$ cat src/alu_pkg.sv
`default_nettype none
package alu_pkg;
  // Opcodes for the add-with-carry group
  localparam logic [7:0] OP_ADC_RR  = 8'h12;
  localparam logic [7:0] OP_ADC_RIR = 8'h13;
  localparam logic [7:0] OP_ADC_GG  = 8'h14;
  localparam logic [7:0] OP_ADC_GIG = 8'h15;
  localparam logic [7:0] OP_ADC_IM  = 8'h16;
  // Opcodes for the plain add group
  localparam logic [7:0] OP_ADD_RR  = 8'h02;
  localparam logic [7:0] OP_ADD_RIR = 8'h03;
  localparam logic [7:0] OP_ADD_GG  = 8'h04;
  localparam logic [7:0] OP_ADD_GIG = 8'h05;
  localparam logic [7:0] OP_ADD_IM  = 8'h06;
  // Opcodes for the byte conjunction group
  localparam logic [7:0] OP_AND_RR  = 8'h52;
  localparam logic [7:0] OP_AND_RIR = 8'h53;
  localparam logic [7:0] OP_AND_GG  = 8'h54;
  localparam logic [7:0] OP_AND_GIG = 8'h55;
  localparam logic [7:0] OP_AND_IM  = 8'h56;
  // Single-bit conjunction
  localparam logic [7:0] OP_BITAND  = 8'h67;
  // Field layout of the bit-operation second byte
  localparam int SEL_POS     = 0;
  localparam int BIDX_LO     = 1;
  localparam int BIDX_HI     = 3;
  localparam int WADDR_LO    = 4;
  localparam int WADDR_HI    = 7;
  // Flag positions in the flag vector
  localparam int FLAG_C      = 5;
  localparam int FLAG_Z      = 4;
  localparam int FLAG_S      = 3;
  localparam int FLAG_V      = 2;
  localparam int FLAG_D      = 1;
  localparam int FLAG_H      = 0;
  localparam logic [5:0] FLAGS_RESET = 6'h00;
  // Instruction lengths and cycle counts
  localparam logic [1:0] LEN_SHORT   = 2'h2;
  localparam logic [1:0] LEN_LONG    = 2'h3;
  localparam logic [3:0] CYC_SHORT   = 4'h4;
  localparam logic [3:0] CYC_LONG    = 4'h6;
  // Operation classes
  typedef enum {OPC_NONE, OPC_ADC, OPC_ADD, OPC_AND, OPC_BAND} op_class_t;
endpackage
`default_nettype wire

$ cat src/add_logic_bit_alu.sv
// Functional notes
// - Add-with-carry stores dst plus src plus carry
// - Carry flag set on carry out bit 7
// - Overflow on same-sign operands, opposite-sign result
// - Zero and sign follow 8-bit add result
// - Both adds clear the decimal-adjust flag
// - Add-with-carry half-carry from bit 3
// - Plain add stores dst plus src, same flags
// - Plain add half-carry from low nibble
// - Add-with-carry opcodes 12 to 16 decode
// - Byte conjunction stores dst AND src
// - Conjunction flags: Z, S=bit7, V=0, rest kept
// - Conjunction opcodes 52 to 56 decode
// - Bit conjunction changes one destination bit only
// - Bit conjunction: C kept, Z from bit, S=0
// - Opcode 67, second byte fields, selector bit
`timescale 1ns/100ps
`default_nettype none
module add_logic_bit_alu (
  // Clock and reset
  input  wire logic       clk,
  input  wire logic       srst,
  // Instruction issue: opcode, second byte and fetched operands
  input  wire logic       start,
  input  wire logic [7:0] opcode,
  input  wire logic [7:0] byte2,
  input  wire logic [7:0] dst_in,
  input  wire logic [7:0] src_in,
  // Instruction status
  output logic            busy,
  output logic            done,
  output logic            illegal,
  output logic [1:0]      instr_len,
  output logic [3:0]      instr_cycles,
  // Committed result and flags
  output logic [7:0]      result,
  output logic [3:0]      dst_waddr,
  output logic [5:0]      flags
);

  // Decode outputs
  alu_pkg::op_class_t cls;
  logic [1:0] dec_len;      // Instruction length in bytes
  logic [3:0] dec_cyc;      // Execution cycles

  // Opcode decode to class, length and cycle count
  always_comb begin
    cls     = alu_pkg::OPC_NONE;
    dec_len = alu_pkg::LEN_LONG;
    dec_cyc = alu_pkg::CYC_LONG;
    case (opcode)
      alu_pkg::OP_ADC_RR: begin
        cls     = alu_pkg::OPC_ADC;
        dec_len = alu_pkg::LEN_SHORT;
        dec_cyc = alu_pkg::CYC_SHORT;
      end
      alu_pkg::OP_ADC_RIR: begin
        cls     = alu_pkg::OPC_ADC;
        dec_len = alu_pkg::LEN_SHORT;
      end
      alu_pkg::OP_ADC_GG, alu_pkg::OP_ADC_GIG, alu_pkg::OP_ADC_IM: begin
        cls = alu_pkg::OPC_ADC;
      end
      alu_pkg::OP_ADD_RR: begin
        cls     = alu_pkg::OPC_ADD;
        dec_len = alu_pkg::LEN_SHORT;
        dec_cyc = alu_pkg::CYC_SHORT;
      end
      alu_pkg::OP_ADD_RIR: begin
        cls     = alu_pkg::OPC_ADD;
        dec_len = alu_pkg::LEN_SHORT;
      end
      alu_pkg::OP_ADD_GG, alu_pkg::OP_ADD_GIG, alu_pkg::OP_ADD_IM: begin
        cls = alu_pkg::OPC_ADD;
      end
      alu_pkg::OP_AND_RR: begin
        cls     = alu_pkg::OPC_AND;
        dec_len = alu_pkg::LEN_SHORT;
        dec_cyc = alu_pkg::CYC_SHORT;
      end
      alu_pkg::OP_AND_RIR: begin
        cls     = alu_pkg::OPC_AND;
        dec_len = alu_pkg::LEN_SHORT;
      end
      alu_pkg::OP_AND_GG, alu_pkg::OP_AND_GIG, alu_pkg::OP_AND_IM: begin
        cls = alu_pkg::OPC_AND;
      end
      alu_pkg::OP_BITAND: begin
        cls = alu_pkg::OPC_BAND;
      end
      default: begin
        cls = alu_pkg::OPC_NONE;
      end
    endcase
  end

  // Arithmetic core results
  logic [8:0] sum9;         // Full sum with carry out
  logic [4:0] low5;         // Low nibble sum with half carry
  logic       cin;          // Carry into the add
  logic [7:0] and_res;      // Byte conjunction
  logic [2:0] bidx;         // Bit index field
  logic       bsel;         // Bit-form selector
  logic [7:0] band_res;     // Bit conjunction result
  logic       band_bit;     // The bit that was written

  // Datapath: adder, byte and bit conjunction
  always_comb begin
    cin      = (cls == alu_pkg::OPC_ADC) ? flags[alu_pkg::FLAG_C] : 1'b0;
    // plain add has no carry in
    sum9     = {1'b0, dst_in} + {1'b0, src_in} + {8'h00, cin};
    // nibble carry out of bit 3
    low5     = {1'b0, dst_in[3:0]} + {1'b0, src_in[3:0]} + {4'h0, cin};
    and_res  = dst_in & src_in;
    bidx     = byte2[alu_pkg::BIDX_HI:alu_pkg::BIDX_LO];
    bsel     = byte2[alu_pkg::SEL_POS];
    band_res = dst_in;
    if (bsel) begin
      band_bit       = dst_in[bidx] & src_in[0];
      band_res[bidx] = band_bit;
    end else begin
      band_bit       = dst_in[0] & src_in[bidx];
      band_res[0]    = band_bit;
    end
  end

  // Committed state
  logic [7:0] result_reg, result_next;
  logic [5:0] flags_reg, flags_next;
  logic [3:0] waddr_reg, waddr_next;
  logic [3:0] cnt_reg, cnt_next;      // Cycles left in the instruction
  logic [1:0] len_reg, len_next;
  logic [3:0] cyc_reg, cyc_next;
  logic       done_reg, done_next;
  logic       ill_reg, ill_next;
  logic [7:0] pend_res_reg, pend_res_next;   // Held until completion
  logic [5:0] pend_flg_reg, pend_flg_next;
  logic       busy_w;

  assign busy_w = (cnt_reg != 4'h0);

  // Next-state: capture at issue, commit both at completion
  always_comb begin
    result_next   = result_reg;
    flags_next    = flags_reg;
    waddr_next    = waddr_reg;
    cnt_next      = cnt_reg;
    len_next      = len_reg;
    cyc_next      = cyc_reg;
    done_next     = 1'b0;
    ill_next      = 1'b0;
    pend_res_next = pend_res_reg;
    pend_flg_next = pend_flg_reg;
    if (start && !busy_w) begin
      // Unknown opcodes are flagged and leave state alone
      if (cls == alu_pkg::OPC_NONE) begin
        ill_next = 1'b1;
      end else begin
        len_next      = dec_len;
        cyc_next      = dec_cyc;
        cnt_next      = dec_cyc - 4'h1;
        waddr_next    = byte2[alu_pkg::WADDR_HI:alu_pkg::WADDR_LO];
        pend_flg_next = flags_reg;
        case (cls)
          alu_pkg::OPC_ADC, alu_pkg::OPC_ADD: begin
            pend_res_next = sum9[7:0];
            pend_flg_next[alu_pkg::FLAG_C] = sum9[8];
            pend_flg_next[alu_pkg::FLAG_Z] = (sum9[7:0] == 8'h00);
            pend_flg_next[alu_pkg::FLAG_S] = sum9[7];
            pend_flg_next[alu_pkg::FLAG_V] = (dst_in[7] == src_in[7]) &&
                                             (sum9[7] != dst_in[7]);
            pend_flg_next[alu_pkg::FLAG_D] = 1'b0;
            pend_flg_next[alu_pkg::FLAG_H] = low5[4];
          end
          alu_pkg::OPC_AND: begin
            pend_res_next = and_res;
            pend_flg_next[alu_pkg::FLAG_Z] = (and_res == 8'h00);
            pend_flg_next[alu_pkg::FLAG_S] = and_res[7];
            pend_flg_next[alu_pkg::FLAG_V] = 1'b0;
          end
          alu_pkg::OPC_BAND: begin
            pend_res_next = band_res;
            // carry kept, V D H left as they were
            pend_flg_next[alu_pkg::FLAG_Z] = ~band_bit;
            pend_flg_next[alu_pkg::FLAG_S] = 1'b0;
          end
          default: begin
            pend_res_next = pend_res_reg;
          end
        endcase
      end
    end else if (busy_w) begin
      cnt_next = cnt_reg - 4'h1;
      // commit result and flags on the same edge
      if (cnt_reg == 4'h1) begin
        result_next = pend_res_reg;
        flags_next  = pend_flg_reg;
        done_next   = 1'b1;
      end
    end
  end

  // Registers only
  always_ff @(posedge clk) begin
    if (srst) begin
      result_reg   <= 8'h00;
      flags_reg    <= alu_pkg::FLAGS_RESET;
      waddr_reg    <= 4'h0;
      cnt_reg      <= 4'h0;
      len_reg      <= 2'h0;
      cyc_reg      <= 4'h0;
      done_reg     <= 1'b0;
      ill_reg      <= 1'b0;
      pend_res_reg <= 8'h00;
      pend_flg_reg <= alu_pkg::FLAGS_RESET;
    end else begin
      result_reg   <= result_next;
      flags_reg    <= flags_next;
      waddr_reg    <= waddr_next;
      cnt_reg      <= cnt_next;
      len_reg      <= len_next;
      cyc_reg      <= cyc_next;
      done_reg     <= done_next;
      ill_reg      <= ill_next;
      pend_res_reg <= pend_res_next;
      pend_flg_reg <= pend_flg_next;
    end
  end

  assign busy         = busy_w;
  assign done         = done_reg;
  assign illegal      = ill_reg;
  assign instr_len    = len_reg;
  assign instr_cycles = cyc_reg;
  assign result       = result_reg;
  assign dst_waddr    = waddr_reg;
  assign flags        = flags_reg;
endmodule
`default_nettype wire

$ cat config.mk
export PLATFORM = sky130hd
export DESIGN_NAME = add_logic_bit_alu
export DESIGN_NICKNAME = d
export VERILOG_FILES = /design/src/alu_pkg.sv /design/src/add_logic_bit_alu.sv
export SDC_FILE = /design/constraint.sdc
export NUM_CORES = 1
export LEC_CHECK = 0
export ABC_CLOCK_PERIOD_IN_PS = 4150
export BUFFER_PORTS_ARGS = -buffer_cell sky130_fd_sc_hd__buf_2
export CAP_MARGIN = 20
export CORE_ASPECT_RATIO = 0.7
export CORE_MARGIN = 2
export CORE_UTILIZATION = 30
export DETAILED_ROUTE_END_ITERATION = 6
export MAX_ROUTING_LAYER = met4
export PLACE_DENSITY = 0.58
export SYNTH_ARGS = -nofsm -noshare
export SYNTH_HDL_FRONTEND = slang
export SYNTH_SLANG_ARGS = --single-unit
export TNS_END_PERCENT = 5
$ cat constraint.sdc
create_clock -name clk -period 4.15 [get_ports clk]
set_input_delay 0.83 -clock clk [delete_from_list [all_inputs] [get_ports clk]]
set_output_delay 0.83 -clock clk [all_outputs]
set_load 0.1 [all_outputs]
==> run_results.csv <==
group,metric,value,unit
setup_path,r2r-start,"flags[5]$_SDFFE_PP0P_",
drt,ant_nets,0,
timing,final_hold_viol_count,0,
cts,cts_root_buf,"clkbuf_16",
logic_synthesis,synthTopCellsByArea,"dfxtp_1 (34%), nand2_1 (7.9%), a21oi_1 (6.4%), nor2_1 (5.6%), ha_1 (5.2%)",
die,fp.dieH,79.1,µm
drt,drt_iter0_drc,155,
global_route,grt_first_pass_wirelength,10800,µm
logic_synthesis,synth_top_area_share,33.9,%
setup_path,cp-startpoint,"opcode[3]",
run,max_cap_viol_count,0,
cts,clk-insertion-delay-late,0.28,ns
timing,finalSetupTns,0,ns
logic_synthesis,yosys_warnings,0,
power,p_leak,1.19,nW
setup_path,critPathRequiredTime,4.34,ns
timing,relSlewSlack,47.8,%
power,ir_drop,520,µV
finish,insertedDiodeCount,0,
timing,fin_crit_sh,83.0,%
logic_synthesis,syn_area,2420,µm²
global_route,grt-ovfl-total,0,
setup_path,crit_slowest_cell,"fa_1",
die,dieArea,8810,µm²
finish,layout-drive-gt1-share,22.9,%
drt,avgViaCountPerCell,5.12,
timing,drv_slew,0,
finish,multi_input_area,1490,µm²
outcome,status,"completed",
placed_design,dpl.cell_count,447,
setup_path,crit_buf_inv,1,
drt,avgRoutedWirePerCell,14.5,µm
die,start_util,30.9,%
setup_path,cpPeakStageDelay,0.43,ns
cts,clk_pin_slew_worst_paths,0.06,ns
timing,setup_viol,0,
setup_path,cp.arrival,3.64,ns
drt,vias,2331,
logic_synthesis,synth_edf_count,0,
logic_synthesis,synth_cells,298,
logic_synthesis,ys_seq_area_share,33.9,%
setup_path,worstSetupStartpointType,"input pin",
logic_synthesis,postSynthAreaPerCell,8.12,µm²
setup_path,cpLargestDelayFamily,"simple AND/OR/NAND/NOR gates",
global_route,antenna_found_initial,0,
timing,fin_skew,0.00499,ns
die,ios,62,
drt,drc,0,
cts,htree_levels,2,
placed_design,hpwl,5040,µm
setup_path,endpoint_kind,"register",
cts,numCtsBuffers,5,
finish,nFillCells,824,
drt,dr.pass1.iters,5,
logic_synthesis,ys_types,54,
finish,area_growth,22.5,%
global_route,grt_start_max_net_pins,44,
logic_synthesis,ys_ff_latch,41,
timing,fmax,290,MHz
drt,wl,6620,µm
global_route,first_global_vias,2143,
setup_path,path_cells,"buf_2 -> nor3_1 -> nand3b_1 -> nor2_1 -> nand3_1 -> fa_1 -> fa_1 -> nand2b_1 -> a21oi_1 -> nor4_1 -> nor3_1 -> nand2_1 -> a311oi_1",
cts,ctsHoldBuffers,0,
cts,postCtsResizedCells,0,
setup_path,crit_type,"in2reg",
setup_path,cp_max_fo,4,
timing,rsz0062_at_grt,"no",
cts,cts_max_path_buffers,2,
cts,clock_sinks,41,
cts,cts_tree,"built",
min_path,hold_path_startpoint,"result[1]$_SDFFE_PP0P_",
power,p_per_area,445,nW/µm²
die,fp.coreArea,7840,µm²
finish,instances_no_fill,455,
logic_synthesis,yosys.area.top_type,"dfxtp_1",
die,die_w,111,µm
logic_synthesis,async_flop_share,0,%
cts,postCtsSetupRepairBufs,0,
timing,tightest_slew,0.783,ns
die,num_rows,27,
logic_synthesis,synth-main-ff-cell,"dfxtp_1",
timing,period_minus_slack,3.45,ns
finish,nNetsFinal,400,
placed_design,gp_congestion,0.923,
finish,regArea,821,µm²
min_path,hold_class,"reg2reg",
global_route,grt_use_total,15.6,%
placed_design,port-buffer-count,59,
==> synthesized netlist by cell type, types with 2 or more instances <==
library cell	instances
nand4_1	3
fa_1	2
mux4_1	3
ha_1	10
nor2b_1	3
a211oi_1	3
a21o_1	2
mux2_2	2
a22oi_1	2
a21oi_1	31
o21ai_1	4
buf_6	2
nand3b_1	4
xor2_1	3
xnor2_1	2
inv_1	8
dfxtp_1	41
or4_1	2
and3b_1	2
clkbuf_1	7
a311oi_1	4
nand3_1	6
buf_4	4
nand2_1	51
nor2_1	36
nand4b_1	3
nand2b_1	2
nor4_1	2
o21ai_0	8
o211ai_1	4
nor3_1	11
a32oi_1	7
buf_2	3
==> logic make-up after synthesis <==
kind of cell	Yosys count	synth area share [%]
AO/OA/AOI/OAI	75	20.0
XOR/XNOR	6	2.48
adder cells (fa/ha/maj)	12	6.83
buffers and inverters	24	5.12
flip-flops	41	33.9
multiplexers	6	4.60
other	1	0.155
AND/OR/NAND/NOR	133	26.9
==> tightest hold or removal path: cells and delay by family, from the launching register on <==
kind	cells	cell delay (ns)
simple gates	1	0.05
flops	1	0.30
compound gates	1	0.05
==> power breakdown <==
part           switching, mW  leakage, nW  total, mW  internal (mW)
logic                  0.302        0.779      0.426          0.124
clock network          0.153       0.0831      0.453          0.300
registers             0.0194        0.331      0.440          0.421
total                  0.474         1.19       1.32          0.845
==> per-layer routing <==
layer	global-route usage, %	wire [µm]
met3	4.58	448
met5	-	0
met2	22.9	2740
met4	1.85	14
met1	21.9	3410
==> area by class of cell <==
class | count | share of cell area (%)
clock inverters | 2 | 1.27
well taps | 101 | 4.26
inverters | 8 | 1.01
flip-flops and latches | 41 | 27.7
clock buffers | 6 | 4.69
multi-input cells | 234 | 50.1
repair buffers | 63 | 11.0
==> worst paths after layout <==
| check | to | slack (ns) | cells past startpoint |
|---|---|---|---|
| max | pend_res_reg[6]$_SDFFE_PP0P_ | 0.70 | 13 |
| min | result[1]$_SDFFE_PP0P_ | 0.45 | 2 |
| max reg2reg | pend_res_reg[6]$_SDFFE_PP0P_ | 1.64 | 9 |
| min reg2reg | result[1]$_SDFFE_PP0P_ | 0.45 | 2 |
==> metrics by stage <==
stage | utilization, % | total power, mW | setup slack [ns] | instance area [µm²] | hold WS, ns
after global routing | 37.8 | 1.39 | 0.484 | 2960 | 0.472
final | 37.8 | 1.32 | 0.705 | 2960 | 0.449
after CTS | 37.8 | 1.33 | 0.761 | 2960 | 0.452
after floorplan | - | 0.777 | 0.611 | 2420 | 0.432
after detailed placement | 35.6 | 0.875 | 0.460 | 2790 | 0.444
after global placement | 35.6 | 0.876 | 0.496 | 2790 | 0.439
==> placed cells by master (no fill, tap or decap), types with 5 or more instances in the layout <==
cell type,netlist,routed
ha_1,10,10
o21ai_0,8,8
buf_2,3,59
nor3_1,11,11
nand2_1,51,51
inv_1,8,8
a21oi_1,31,31
a32oi_1,7,7
nand3_1,6,6
nor2_1,36,36
clkbuf_16,0,5
dfxtp_1,41,41
Note: power is estimated with default switching activity, not from simulation.
